**src/rtl/boot_mode_pkg.sv**
```systemverilog
// Package with boot mode field layouts, divider encodings and register map
package boot_mode_pkg;
  // ****************************************
  // Boot mode field positions
  // ****************************************
  localparam int MODE_W = 32;
  localparam int SYS_DIV_LSB = 9;
  localparam int SYS_DIV_W = 4;
  localparam int CACHE_DIV_LSB = 19;
  localparam int CACHE_DIV_W = 3;
  localparam int POLICY_LSB = 22;
  localparam int POLICY_W = 3;
  localparam int DSD_BIT = 24;
  localparam int ECC_OFF_BIT = 22;
  localparam logic [2:0] POLICY_DSD_CODE = 3'h4;

  // ****************************************
  // Divider field codes, and divider values in half steps (value = 2 x divider)
  // ****************************************
  localparam logic [3:0] SYS_CODE_RSVD = 4'h0;
  localparam logic [3:0] SYS_CODE_FIRST = 4'h3;
  localparam logic [3:0] SYS_CODE_HALF_LAST = 4'hb;
  localparam logic [4:0] SYS_HALF_BASE = 5'h4;
  localparam logic [4:0] SYS_WHOLE_BASE = 5'he;
  localparam logic [3:0] SYS_CODE_WHOLE_FIRST = 4'hc;
  localparam logic [2:0] CACHE_CODE_X1 = 3'h1;
  localparam logic [2:0] CACHE_CODE_X15 = 3'h2;
  localparam logic [2:0] CACHE_CODE_X2 = 3'h3;
  localparam logic [2:0] CACHE_CODE_X25 = 3'h4;
  localparam logic [2:0] CACHE_CODE_X3 = 3'h5;
  localparam logic [2:0] CACHE_CODE_RSVD6 = 3'h6;
  localparam logic [2:0] CACHE_CODE_X4 = 3'h7;
  localparam logic [4:0] HALF_X15 = 5'h3;
  localparam logic [4:0] HALF_X2 = 5'h4;
  localparam logic [4:0] HALF_X25 = 5'h5;
  localparam logic [4:0] HALF_X3 = 5'h6;
  localparam logic [4:0] HALF_X4 = 5'h8;

  // ****************************************
  // Dirty-set timing
  // ****************************************
  localparam int DIRTY_SET_CYCLES = 10;

  // ****************************************
  // Register map (byte addresses)
  // ****************************************
  localparam logic [7:0] CONFIG_ADDR = 8'h00;
  localparam logic [7:0] STATUS_ADDR = 8'h04;
  localparam logic [7:0] DIVIDER_ADDR = 8'h08;
  localparam logic [7:0] FLAGS_ADDR = 8'h0c;
  localparam logic [1:0] RESP_OKAY = 2'h0;
  localparam logic [1:0] RESP_SLVERR = 2'h2;

  // Flags register bit positions
  localparam int FL_RSVD_SYS = 0;
  localparam int FL_RSVD_CACHE = 1;
  localparam int FL_RSVD_POLICY = 2;
  localparam int FL_TEST_CACHE = 3;
  localparam int FL_FALLBACK = 4;
  localparam int FL_DSD_ACTIVE = 5;

  typedef enum logic [1:0] {PRIV_KERNEL, PRIV_SUPER, PRIV_USER} priv_t;
  typedef enum {DS_IDLE, DS_WAIT, DS_SET} dirty_state_t;
endpackage

```
**src/rtl/boot_mode_latch.sv**
```systemverilog
// Reset-time capture of the boot mode word and its divider decode
`timescale 1ns/10ps
module boot_mode_latch
  import boot_mode_pkg::*;
(
  input wire logic clk,
  input wire logic rst_n,
  input wire logic [MODE_W-1:0] mode_sync,
  output logic [4:0] sys_half_reg,
  output logic [4:0] cache_half_reg,
  output logic dsd_reg,
  output logic rsvd_sys_reg,
  output logic rsvd_cache_reg,
  output logic rsvd_policy_reg,
  output logic test_cache_reg,
  output logic fallback_reg
);
  logic released_reg;
  wire [3:0] sys_code = mode_sync[SYS_DIV_LSB +: SYS_DIV_W];
  wire [2:0] cache_code = mode_sync[CACHE_DIV_LSB +: CACHE_DIV_W];
  wire [2:0] policy_code = mode_sync[POLICY_LSB +: POLICY_W];
  logic [4:0] sys_half_next;
  logic [4:0] cache_half_next;
  wire sys_fallback = (sys_code != SYS_CODE_RSVD) && (sys_code < SYS_CODE_FIRST);
  wire cache_fallback = (cache_code == CACHE_CODE_X1);

  always_comb begin
    // Half steps up to 6, then whole steps 7..10
    if (sys_code < SYS_CODE_FIRST) begin
      sys_half_next = SYS_HALF_BASE;
    end else if (sys_code <= SYS_CODE_HALF_LAST) begin
      sys_half_next = SYS_HALF_BASE + 5'(sys_code - SYS_CODE_FIRST);
    end else begin
      sys_half_next = SYS_WHOLE_BASE + 5'({sys_code - SYS_CODE_WHOLE_FIRST, 1'b0});
    end
  end

  always_comb begin
    unique case (cache_code)
      CACHE_CODE_X2: cache_half_next = HALF_X2;
      CACHE_CODE_X25: cache_half_next = HALF_X25;
      CACHE_CODE_X3: cache_half_next = HALF_X3;
      CACHE_CODE_X4: cache_half_next = HALF_X4;
      default: cache_half_next = HALF_X15;
    endcase
  end

  // Hold the reset values live while in reset, freeze on the first edge after release
  always_ff @(posedge clk or negedge rst_n) begin
    if (!rst_n) begin
      released_reg <= 1'b0;
    end else begin
      released_reg <= 1'b1;
    end
  end

  always_ff @(posedge clk or negedge rst_n) begin
    if (!rst_n) begin
      sys_half_reg <= SYS_HALF_BASE;
      cache_half_reg <= HALF_X15;
      dsd_reg <= 1'b0;
      rsvd_sys_reg <= 1'b0;
      rsvd_cache_reg <= 1'b0;
      rsvd_policy_reg <= 1'b0;
      test_cache_reg <= 1'b0;
      fallback_reg <= 1'b0;
    end else if (!released_reg) begin
      sys_half_reg <= sys_half_next;
      cache_half_reg <= cache_half_next;
      dsd_reg <= (policy_code == POLICY_DSD_CODE);
      rsvd_sys_reg <= (sys_code == SYS_CODE_RSVD);
      rsvd_cache_reg <= (cache_code == 3'h0) || (cache_code == CACHE_CODE_RSVD6);
      rsvd_policy_reg <= (policy_code != POLICY_DSD_CODE) && (policy_code != 3'h0);
      test_cache_reg <= (cache_code == CACHE_CODE_X4);
      fallback_reg <= sys_fallback || cache_fallback;
    end
  end
endmodule

```
**src/rtl/boot_mode_decode_dsd.sv**
```systemverilog
// Boot mode decoder with delay-speculative-dirty policy and AXI4-Lite registers
//
// Behaviour
// System divider codes 3..15 give 2..10
// Codes 1,2 fall back to divide two
// Cache divider codes give 1.5 to 4
// Cache code 1 falls back to 1.5
// Cache divide-by-four is a test setting
// Only policy code 100 selects delayed dirty
// Mode bit 24 shows in config bit 24; the code sets config bit 24 for policy code 100 only
// User mode enables policy via status bit
// Config bit 24 is read-only
// Dirty set waits for oldest store
// Dirty set costs ten cycles, once per refill
// Young store miss refills clean exclusive
// Store hit on shared upgrades immediately
// Non-coherent cached load waits until oldest
// Config bit 22 disables cache correction
// Selections captured at reset, then held
//
// Chosen here: the AXI4-Lite slave port and the placing of the registers.
`timescale 1ns/10ps
module boot_mode_decode_dsd
  import boot_mode_pkg::*;
(
  // Clock and reset
  input wire logic MCLK,
  input wire logic RSTN,
  // Boot mode pins
  input wire logic [MODE_W-1:0] MODE_BITS,
  // Privilege and pipeline events
  input wire logic [1:0] PRIV_MODE,
  input wire logic STORE_REQ,
  input wire logic STORE_OLDEST,
  input wire logic LINE_DIRTY,
  input wire logic LINE_SHARED,
  input wire logic CACHE_MISS,
  input wire logic REFILL_DONE,
  input wire logic LOAD_REQ,
  input wire logic LOAD_NONCOH,
  input wire logic LOAD_OLDEST,
  // Cache control outputs
  output logic SET_DIRTY,
  output logic DIRTY_BUSY,
  output logic REFILL_CLEAN_EXCL,
  output logic UPGRADE_CLEAN_EXCL,
  output logic LOAD_GO,
  output logic ECC_CORRECT_OFF,
  output logic DSD_ACTIVE,
  output logic [4:0] SYS_DIV_HALF,
  output logic [4:0] CACHE_DIV_HALF,
  // AXI4-Lite slave
  input wire logic [7:0] AWADDR,
  input wire logic AWVALID,
  output logic AWREADY,
  input wire logic [31:0] WDATA,
  input wire logic [3:0] WSTRB,
  input wire logic WVALID,
  output logic WREADY,
  output logic [1:0] BRESP,
  output logic BVALID,
  input wire logic BREADY,
  input wire logic [7:0] ARADDR,
  input wire logic ARVALID,
  output logic ARREADY,
  output logic [31:0] RDATA,
  output logic [1:0] RRESP,
  output logic RVALID,
  input wire logic RREADY
);
  // ****************************************
  // Pin synchronisers
  // ****************************************
  logic [MODE_W-1:0] mode_meta_reg;
  logic [MODE_W-1:0] mode_sync_reg;
  // No reset: pins must flow through while reset is held, or capture sees zeros
  always_ff @(posedge MCLK) begin
    mode_meta_reg <= MODE_BITS;
    mode_sync_reg <= mode_meta_reg;
  end

  // ****************************************
  // Boot capture
  // ****************************************
  logic [4:0] sys_half_reg;
  logic [4:0] cache_half_reg;
  logic dsd_boot_reg;
  logic rsvd_sys_reg;
  logic rsvd_cache_reg;
  logic rsvd_policy_reg;
  logic test_cache_reg;
  logic fallback_reg;
  boot_mode_latch u_latch (
    .clk(MCLK),
    .rst_n(RSTN),
    .mode_sync(mode_sync_reg),
    .sys_half_reg(sys_half_reg),
    .cache_half_reg(cache_half_reg),
    .dsd_reg(dsd_boot_reg),
    .rsvd_sys_reg(rsvd_sys_reg),
    .rsvd_cache_reg(rsvd_cache_reg),
    .rsvd_policy_reg(rsvd_policy_reg),
    .test_cache_reg(test_cache_reg),
    .fallback_reg(fallback_reg)
  );

  // ****************************************
  // Software registers
  // ****************************************
  logic ecc_off_reg;
  logic user_dsd_reg;
  wire [31:0] config_word = (32'(dsd_boot_reg) << DSD_BIT) | (32'(ecc_off_reg) << ECC_OFF_BIT);
  wire [31:0] status_word = 32'(user_dsd_reg) << DSD_BIT;
  wire [31:0] divider_word = {19'h0, cache_half_reg, 3'h0, sys_half_reg};
  wire [31:0] flags_word = {26'h0, DSD_ACTIVE, fallback_reg, test_cache_reg,
    rsvd_policy_reg, rsvd_cache_reg, rsvd_sys_reg};

  // ****************************************
  // Policy selection
  // ****************************************
  wire priv_user = (PRIV_MODE == PRIV_USER);
  wire dsd_now = priv_user ? user_dsd_reg : dsd_boot_reg;

  // ****************************************
  // Delayed dirty sequencer
  // ****************************************
  dirty_state_t ds_reg;
  dirty_state_t ds_next;
  logic [3:0] ds_cnt_reg;
  logic refilled_reg;
  wire store_clean = STORE_REQ && !LINE_DIRTY && !CACHE_MISS;
  wire need_wait = store_clean && dsd_now && refilled_reg;
  always_comb begin
    ds_next = ds_reg;
    unique case (ds_reg)
      DS_IDLE: if (need_wait) ds_next = STORE_OLDEST ? DS_SET : DS_WAIT;
      DS_WAIT: if (STORE_OLDEST) ds_next = DS_SET;
      DS_SET: if (ds_cnt_reg == 4'(DIRTY_SET_CYCLES - 1)) ds_next = DS_IDLE;
    endcase
  end
  always_ff @(posedge MCLK or negedge RSTN) begin
    if (!RSTN) begin
      ds_reg <= DS_IDLE;
      ds_cnt_reg <= 4'h0;
    end else begin
      ds_reg <= ds_next;
      ds_cnt_reg <= (ds_reg == DS_SET) ? ds_cnt_reg + 4'h1 : 4'h0;
    end
  end
  // Cost is paid once per refill; later clean stores to the same block stay fast
  always_ff @(posedge MCLK or negedge RSTN) begin
    if (!RSTN) begin
      refilled_reg <= 1'b0;
    end else if (REFILL_DONE) begin
      refilled_reg <= 1'b1;
    end else if (ds_reg == DS_SET && ds_next == DS_IDLE) begin
      refilled_reg <= 1'b0;
    end
  end

  // ****************************************
  // Cache control outputs
  // ****************************************
  wire set_dirty_next = (ds_reg == DS_SET && ds_next == DS_IDLE)
    || (store_clean && !need_wait && ds_reg == DS_IDLE && (!dsd_now || STORE_OLDEST));
  wire refill_ce_next = CACHE_MISS && STORE_REQ && dsd_now && !STORE_OLDEST;
  wire upgrade_next = STORE_REQ && LINE_SHARED && !CACHE_MISS;
  wire load_go_next = LOAD_REQ && (!LOAD_NONCOH || LOAD_OLDEST);
  always_ff @(posedge MCLK or negedge RSTN) begin
    if (!RSTN) begin
      SET_DIRTY <= 1'b0;
      DIRTY_BUSY <= 1'b0;
      REFILL_CLEAN_EXCL <= 1'b0;
      UPGRADE_CLEAN_EXCL <= 1'b0;
      LOAD_GO <= 1'b0;
      ECC_CORRECT_OFF <= 1'b0;
      DSD_ACTIVE <= 1'b0;
      SYS_DIV_HALF <= SYS_HALF_BASE;
      CACHE_DIV_HALF <= HALF_X15;
    end else begin
      SET_DIRTY <= set_dirty_next;
      DIRTY_BUSY <= (ds_next != DS_IDLE);
      REFILL_CLEAN_EXCL <= refill_ce_next;
      UPGRADE_CLEAN_EXCL <= upgrade_next;
      LOAD_GO <= load_go_next;
      ECC_CORRECT_OFF <= ecc_off_reg;
      DSD_ACTIVE <= dsd_now;
      SYS_DIV_HALF <= sys_half_reg;
      CACHE_DIV_HALF <= cache_half_reg;
    end
  end

  // ****************************************
  // AXI4-Lite write channel
  // ****************************************
  logic aw_held_reg;
  logic w_held_reg;
  logic [7:0] aw_addr_reg;
  logic [31:0] w_data_reg;
  logic [3:0] w_strb_reg;
  wire aw_take = AWVALID && AWREADY;
  wire w_take = WVALID && WREADY;
  wire wr_fire = aw_held_reg && w_held_reg && !BVALID;
  wire wr_config = (aw_addr_reg == CONFIG_ADDR);
  wire wr_status = (aw_addr_reg == STATUS_ADDR);
  wire wr_ok = wr_config || wr_status || (aw_addr_reg == DIVIDER_ADDR) || (aw_addr_reg == FLAGS_ADDR);
  wire lane_ecc = w_strb_reg[ECC_OFF_BIT / 8];
  wire lane_dsd = w_strb_reg[DSD_BIT / 8];
  always_ff @(posedge MCLK or negedge RSTN) begin
    if (!RSTN) begin
      aw_held_reg <= 1'b0;
      w_held_reg <= 1'b0;
      aw_addr_reg <= 8'h00;
      w_data_reg <= 32'h0;
      w_strb_reg <= 4'h0;
      AWREADY <= 1'b1;
      WREADY <= 1'b1;
      BVALID <= 1'b0;
      BRESP <= RESP_OKAY;
    end else begin
      if (aw_take) begin
        aw_held_reg <= 1'b1;
        aw_addr_reg <= AWADDR;
        AWREADY <= 1'b0;
      end
      if (w_take) begin
        w_held_reg <= 1'b1;
        w_data_reg <= WDATA;
        w_strb_reg <= WSTRB;
        WREADY <= 1'b0;
      end
      if (wr_fire) begin
        aw_held_reg <= 1'b0;
        w_held_reg <= 1'b0;
        BVALID <= 1'b1;
        BRESP <= wr_ok ? RESP_OKAY : RESP_SLVERR;
      end
      if (BVALID && BREADY) begin
        BVALID <= 1'b0;
        AWREADY <= 1'b1;
        WREADY <= 1'b1;
      end
    end
  end
  // Config bit 24 has no write path; only bit 22 is writable there
  always_ff @(posedge MCLK or negedge RSTN) begin
    if (!RSTN) begin
      ecc_off_reg <= 1'b0;
      user_dsd_reg <= 1'b0;
    end else if (wr_fire) begin
      if (wr_config && lane_ecc) ecc_off_reg <= w_data_reg[ECC_OFF_BIT];
      if (wr_status && lane_dsd) user_dsd_reg <= w_data_reg[DSD_BIT];
    end
  end

  // ****************************************
  // AXI4-Lite read channel
  // ****************************************
  logic [31:0] rd_word;
  logic rd_ok;
  always_comb begin
    rd_ok = 1'b1;
    unique case (ARADDR)
      CONFIG_ADDR: rd_word = config_word;
      STATUS_ADDR: rd_word = status_word;
      DIVIDER_ADDR: rd_word = divider_word;
      FLAGS_ADDR: rd_word = flags_word;
      default: begin
        rd_word = 32'h0;
        rd_ok = 1'b0;
      end
    endcase
  end
  always_ff @(posedge MCLK or negedge RSTN) begin
    if (!RSTN) begin
      ARREADY <= 1'b1;
      RVALID <= 1'b0;
      RDATA <= 32'h0;
      RRESP <= RESP_OKAY;
    end else if (ARVALID && ARREADY) begin
      ARREADY <= 1'b0;
      RVALID <= 1'b1;
      RDATA <= rd_word;
      RRESP <= rd_ok ? RESP_OKAY : RESP_SLVERR;
    end else if (RVALID && RREADY) begin
      RVALID <= 1'b0;
      ARREADY <= 1'b1;
    end
  end

  logic [7:0] age_reg;
  always_ff @(posedge MCLK or negedge RSTN) begin
    if (!RSTN) age_reg <= 8'h0;
    else if (age_reg != 8'hff) age_reg <= age_reg + 8'h1;
  end
endmodule

```
**config.mk**
```make
export PLATFORM = sky130hd
export DESIGN_NAME = boot_mode_decode_dsd
export DESIGN_NICKNAME = d
export VERILOG_FILES = /design/src/rtl/boot_mode_pkg.sv /design/src/rtl/boot_mode_latch.sv /design/src/rtl/boot_mode_decode_dsd.sv
export SDC_FILE = /design/constraint.sdc
export NUM_CORES = 1
export LEC_CHECK = 0
export ABC_AREA = 1
export BUFFER_PORTS_ARGS = -buffer_cell sky130_fd_sc_hd__buf_2
export CAP_MARGIN = 0
export CORE_ASPECT_RATIO = 0.6
export CORE_MARGIN = 3
export CORE_UTILIZATION = 46
export DETAILED_ROUTE_END_ITERATION = 16
export HOLD_SLACK_MARGIN = 0.12
export MAX_ROUTING_LAYER = met4
export PLACE_DENSITY = 0.79
export SETUP_SLACK_MARGIN = 0.5
export SYNTH_ARGS = -nofsm -noshare
export SYNTH_HDL_FRONTEND = slang
export SYNTH_SLANG_ARGS = --single-unit
```
**constraint.sdc**
```tcl
create_clock -name MCLK -period 3.1 [get_ports MCLK]
set_input_delay 0.155 -clock MCLK [delete_from_list [all_inputs] [get_ports MCLK]]
set_output_delay 0.155 -clock MCLK [all_outputs]
set_load 0.1 [all_outputs]
```
### After elaboration in Yosys (flattened, before gate mapping)

Cells that the tools add are included.

* flip-flop bits (word level): 203
* bits of input ports: 102
* output and inout port bits: 58
* logic and storage cells: 155

* add/subtract/negate cells: 5
* order comparisons: 2
* eq/ne operators: 19
* muxes and demuxes: 30
* bitwise operators: 1
* reductions and logical operators: 60

Operators by type and width (count)
* 25-bit case mux with 4 select lines: 1
* 32-bit logical NOT: 3
* 32-bit 2-to-1 mux: 3
* 32-bit case mux with 3 select lines: 1
* 32-bit by 1-bit == test with 1-bit output (second input constant): 1
* 32-bit by 2-bit == test with 1-bit output (second input constant): 1
* 32-bit by 3-bit == test with 1-bit output (second input constant): 1
* 8-bit by 4-bit == test with 1-bit output (second input constant): 4
* 32-bit nonzero test: 1
* 1-bit logical AND: 25
* 25-bit by 23-bit bitwise OR with 25-bit output: 1
* 1-bit 2-to-1 mux: 18
* 8-bit by 3-bit == test with 1-bit output (second input constant): 2
* 8-bit logical NOT: 2
* 4-bit case mux with 4 select lines: 1
* 3-bit == test (second input constant): 5
* 2-bit nonzero test: 7
* 5-bit 2-to-1 mux: 2
* 1-bit logical OR: 8
* 1-bit logical NOT: 7
* 2-bit 2-to-1 mux: 3
* 3-bit by 5-bit adder with 5-bit output (first input constant): 1
* 4-bit by 5-bit adder with 5-bit output (first input constant): 1
* 4-bit by 2-bit subtractor with 5-bit output (second input constant): 1
* 16 further kinds: 17

### Depth between registers and ports, before layout

* depth after elaboration: 11
* mapped depth: 15
* gate-level depth less buffers: 15

### Cells and area by module

A second synthesis with hierarchy kept.

* cells, all modules: 600
* area total of the unflattened synthesis: 5972.0 µm²

By module, submodules not included
* boot_mode_decode_dsd: instances 1, cells each 492, area each 5141.2 µm², seq. area each 3540.9 µm²
* boot_mode_latch: instances 1, cells each 108, area each 830.8 µm², seq. area each 379.1 µm²

### Least setup slack after synthesis

Ideal clock, no wire load.

* path kind: flip-flop to flip-flop
* start point: register BVALID
* end point: register ecc_off_reg
* setup time: 125 ps
* arrival time: 1783 ps
* data required time: 2975 ps
* path slack: 1192 ps
* cell stages (with the launch flop): 6
* path buffers: 0
* period minus slack after synthesis: 1908 ps
* cells stage by stage: dfrtp_1 inv_1 nand3_1 nor4_1 nand3_1 mux2_2

* cells in the longest elaborated chain, start to end: 3

RTL lines
* from (decl): line boot_mode_decode_dsd.sv:61 `output logic BVALID,`
* from (signal assigned): line boot_mode_decode_dsd.sv:218 `BVALID <= 1'b0;`
* from (signal assigned): line boot_mode_decode_dsd.sv:235 `BVALID <= 1'b1;`
* from (signal assigned): line boot_mode_decode_dsd.sv:239 `BVALID <= 1'b0;`
* 1-bit logical NOT: line boot_mode_decode_dsd.sv:203 `wire wr_fire = aw_held_reg && w_held_reg && !BVALID;`
* 1-bit logical AND: line boot_mode_decode_dsd.sv:203
* 2-bit AND reduction (no source line)
* to (signal assigned): line boot_mode_decode_dsd.sv:251 `if (wr_config && lane_ecc) ecc_off_reg <= w_data_reg[ECC_OFF_BIT];`
* to (decl): line boot_mode_decode_dsd.sv:110 `logic ecc_off_reg;`

No other way between the ends.
A chain may end at the register's enable or synchronous reset.

### Final worst setup path

* start point: input port CACHE_MISS
* end point: register refilled_reg

* cells in the longest elaborated chain, start to end: 9

RTL lines
* from (decl): line boot_mode_decode_dsd.sv:37 `input wire logic CACHE_MISS,`
* 1-bit logical NOT: line boot_mode_decode_dsd.sv:131 `wire store_clean = STORE_REQ && !LINE_DIRTY && !CACHE_MISS;`
* 1-bit logical AND: line boot_mode_decode_dsd.sv:131
* 1-bit logical AND (2 in a row): line boot_mode_decode_dsd.sv:132 `wire need_wait = store_clean && dsd_now && refilled_reg;`
* 32-bit 2-to-1 mux: line boot_mode_decode_dsd.sv:136 `DS_IDLE: if (need_wait) ds_next = STORE_OLDEST ? DS_SET : DS_WAIT;`
* 32-bit case mux with 3 select lines: line boot_mode_decode_dsd.sv:135 `unique case (ds_reg)`
* named net ds_next[13]: line boot_mode_decode_dsd.sv:128 `dirty_state_t ds_next;`
* 32-bit logical NOT: line boot_mode_decode_dsd.sv:156 `end else if (ds_reg == DS_SET && ds_next == DS_IDLE) begin`
* 1-bit logical AND: line boot_mode_decode_dsd.sv:156
* 2-bit nonzero test (no source line)
* to (signal assigned): line boot_mode_decode_dsd.sv:153 `refilled_reg <= 1'b0;`
* to (signal assigned): line boot_mode_decode_dsd.sv:155 `refilled_reg <= 1'b1;`
* to (signal assigned): line boot_mode_decode_dsd.sv:157 `refilled_reg <= 1'b0;`
* to (decl): line boot_mode_decode_dsd.sv:130 `logic refilled_reg;`

The timed path passes the listed nets, and every way through them passes these cells.

==> impl_metrics.json <==
{
  "status": "complete, no violations",
  "instances_no_fill": 812,
  "routed_via_density": 4.73,
  "cts_buffer_depth": 2,
  "finalHoldViolations": 0,
  "grt_pass1_wl_microns": 18400,
  "powerDensity_mw_per_mm2": 846,
  "clk_latency_ns": 0.41,
  "pre_cts_ws_ns": 1.29,
  "wl_per_cell_microns": 13.2,
  "die_area_sq_mm": 0.0121,
  "track_usage_pct": 20.0,
  "postSynthCellCount": 528,
  "period_needed_ns": 1.94,
  "cts.sinks": 124,
  "numCtsBuffers": 17,
  "max_cap_viol_count": 0,
  "critical_path_class": "in2reg",
  "drt_pre_antenna_iters": 5,
  "cts_tree": "yes",
  "place_area_sq_mm": 0.00544,
  "post-route-period-util_pct": 62.5,
  "fin_area_sq_mm": 0.00644,
  "finalSetupTns_ns": 0,
  "use_met3_pct": 4.85,
  "ctsResizeCount": 0,
  "grt_use_met2_pct": 31.1,
  "drt_iter0_drc": 272,
  "grt_pass1_vias": 3940,
  "min-delay-start": "PRIV_MODE[1]",
  "io_pins": 160,
  "rr_worst_depth": 14,
  "maxSlewHeadroom_pct": 50.5,
  "rrSetupSlack_ns": 1.23,
  "arrival_ns": 2.23,
  "synth_edf_count": 0,
  "rsz0062_at_grt": "no",
  "finalMaxSlewViolations": 0,
  "start_util_pct": 48.7,
  "cp.required_ns": 3.39,
  "finClkSkew_ns": 0.00589,
  "max-vdd-ir-drop_v": 0.000736,
  "dieHeight_microns": 86.5,
  "synth-seq-area-share_pct": 60.7,
  "fmax_ghz": 0.516,
  "cp-end-kind": "flop",
  "synthArstFlopShare_pct": 83.9,
  "reg2reg_from": "ds_reg[24]",
  "io_buffers": 82,
  "std_cell_rows": 28,
  "drc": 0,
  "setup_slack_ns": 1.16,
  "num_antenna_cells": 0,
  "min_path_cells": 4,
  "whs_ns": 0.131,
  "ys_ff_latch": 124,
  "nets": 772,
  "area_delta_synth_final_pct": 29.9,
  "synthesis.area_sq_mm": 0.00496,
  "hold_end": "DSD_ACTIVE",
  "hold_path.class": "in2reg",
  "nFillCells": 793,
  "synth-main-ff-cell": "dfrtp_1",
  "ys_types": 41,
  "antenna_found_initial": 0,
  "slowest_delay_ns": 0.53,
  "grt_max_degree": 59,
  "avgSynthCellArea_sq_um": 9.40,
  "r2r_end": "refilled_reg",
  "core-area_sq_mm": 0.0102,
  "routed_wl_microns": 10700,
  "crit_path_start_kind": "primary input",
  "cts-root-buf": "clkbuf_16",
  "gr-total-overflow": 0,
  "crit_top_cell": "nor2_1",
  "grt_util_met1_pct": 25.6,
  "dp_hpwl_microns": 7030,
  "finalPower_mw": 5.45,
  "htreeDepth": 4,
  "routabilityCongestion": 0.870,
  "clk_pin_slew_ns": 0.05,
  "routed-via-count": 3838,
  "yosys_warnings": 0,
  "path_max_fanout": 33,
  "dp.cells": 740,
  "grt_busiest_layer": "met2",
  "setup_viol": 0,
  "drive_gt1_share_pct": 23.3,
  "cp_slowest_cell": "dlygate4sd3_1",
  "worstMarginPinSlew_ns": 0.742,
  "largest_reg_flops": 32,
  "p_leak_nw": 3.36,
  "die_width_microns": 140,
  "crit_chain": "dlygate4sd3_1 -> buf_2 -> inv_1 -> nand3_2 -> nor2_4 -> nand2_4 -> inv_6 -> nor2_1 -> nor2_1 -> nand4_1 -> nor2_1 -> nand4_1 -> nand2_1 -> nand2_1",
  "final_antenna_net_count": 0,
  "utilization_pct": 63.2
}
-- area by class of cell --
cell class	instances	area [sq um]	area share, %
Clock buffer	24	536	8.31
Clock inverter	8	73.8	1.15
Inverter	87	332	5.14
Multi-Input combinational cell	310	1480	23.0
Sequential cell	124	3010	46.8
Tap cell	135	169	2.62
Timing Repair Buffer	124	841	13.0
-- kinds of logic (layout without fill, tap and decap cells) --
kind of cell	count (synthesis)	in the layout	synth area share (%)
flops	124	124	60.7
mux	1	1	0.227
buf+inv	116	243	11.1
other cells	2	24	0.151
fa+ha+maj	6	6	1.51
xor+xnor	6	6	1.06
compound gates	44	44	5.35
simple gates	229	229	19.9
-- repair_timing --
action | CTS | global route
endpoints found under the hold margin | 87 | 0
buffers inserted | 0 | 0
hold buffers | 40 | 0
setup endpoints to repair | 0 | 0
-- power breakdown --
part / switching, mW / internal (mW)
clock: 0.691 / 1.29
sequential: 0.167 / 1.98
combinational: 1.01 / 0.316
total: 1.87 / 3.58
-- synthesized netlist by cell type, types with 2 or more instances --
cell,count,area share [%]
xnor2_1,3,0.53
inv_2,19,1.4
nor2_2,5,0.63
dfstp_2,9,4.8
nor2_1,69,5.2
ha_1,6,1.5
a22oi_1,2,0.30
a41oi_1,3,0.53
dfxtp_1,20,8.1
nand4_1,8,1.0
nor2_4,2,0.45
clkbuf_1,4,0.30
nor4_1,3,0.38
nand2_4,2,0.45
a21oi_1,5,0.50
o22ai_1,9,1.1
buf_4,23,3.5
nand2_2,2,0.25
o21ai_0,20,2.0
nor3_1,2,0.20
xor2_1,3,0.53
inv_1,66,5.0
nand3_1,17,1.7
conb_1,2,0.15
dfrtp_1,95,48
nand2_1,113,8.5
o32ai_1,2,0.35
-- placed cells by master, fill, tap and decap left out, drive strengths merged --
cell type    count
nand2          117
dfrtp           95
inv             88
buf             84
nor2            76
dlygate4sd3     40
conb            24
clkbuf          24
o21ai           20
dfxtp           20
nand3           18
dfstp            9
o22ai            9
nand4            8
ha               6
a21oi            5
clkinv           5
nor4             4
a41oi            3
xnor2            3
xor2             3
nor3             2
o32ai            2
a22oi            2
or2              2
nand3b           1
a21boi           1
mux2             1
nor3b            1
o41ai            1
a22o             1
bufinv           1
clkinvlp         1
-- critical path: cells and delay by family --
| family | cells | cell delay [ns] |
|---|---|---|
| buffers and inverters | 4 | 0.92 |
| and+or+nand+nor | 10 | 1.13 |
-- worst max-delay path by stage --
stage          startpoint            to  slack, ns  cells past startpoint
2_1_floorplan      BVALID   ecc_off_reg       1.19                      5
3_3_place_gp   ds_reg[17]  refilled_reg       1.34                     14
3_5_place_dp    ds_reg[1]  refilled_reg       1.29                     14
4_1_cts        CACHE_MISS  refilled_reg       1.18                     14
5_1_grt        CACHE_MISS  refilled_reg       0.98                     14
6_report       CACHE_MISS  refilled_reg       1.16                     14
-- metal layers --
metal  vias up  part of all wire, %
li1       1864                    -
met1      1824                   45
met2       140                   47
met3        10                  6.8
met4         0                  1.1
met5         -                    0
No activity file was read; power rests on OpenSTA's default activity.
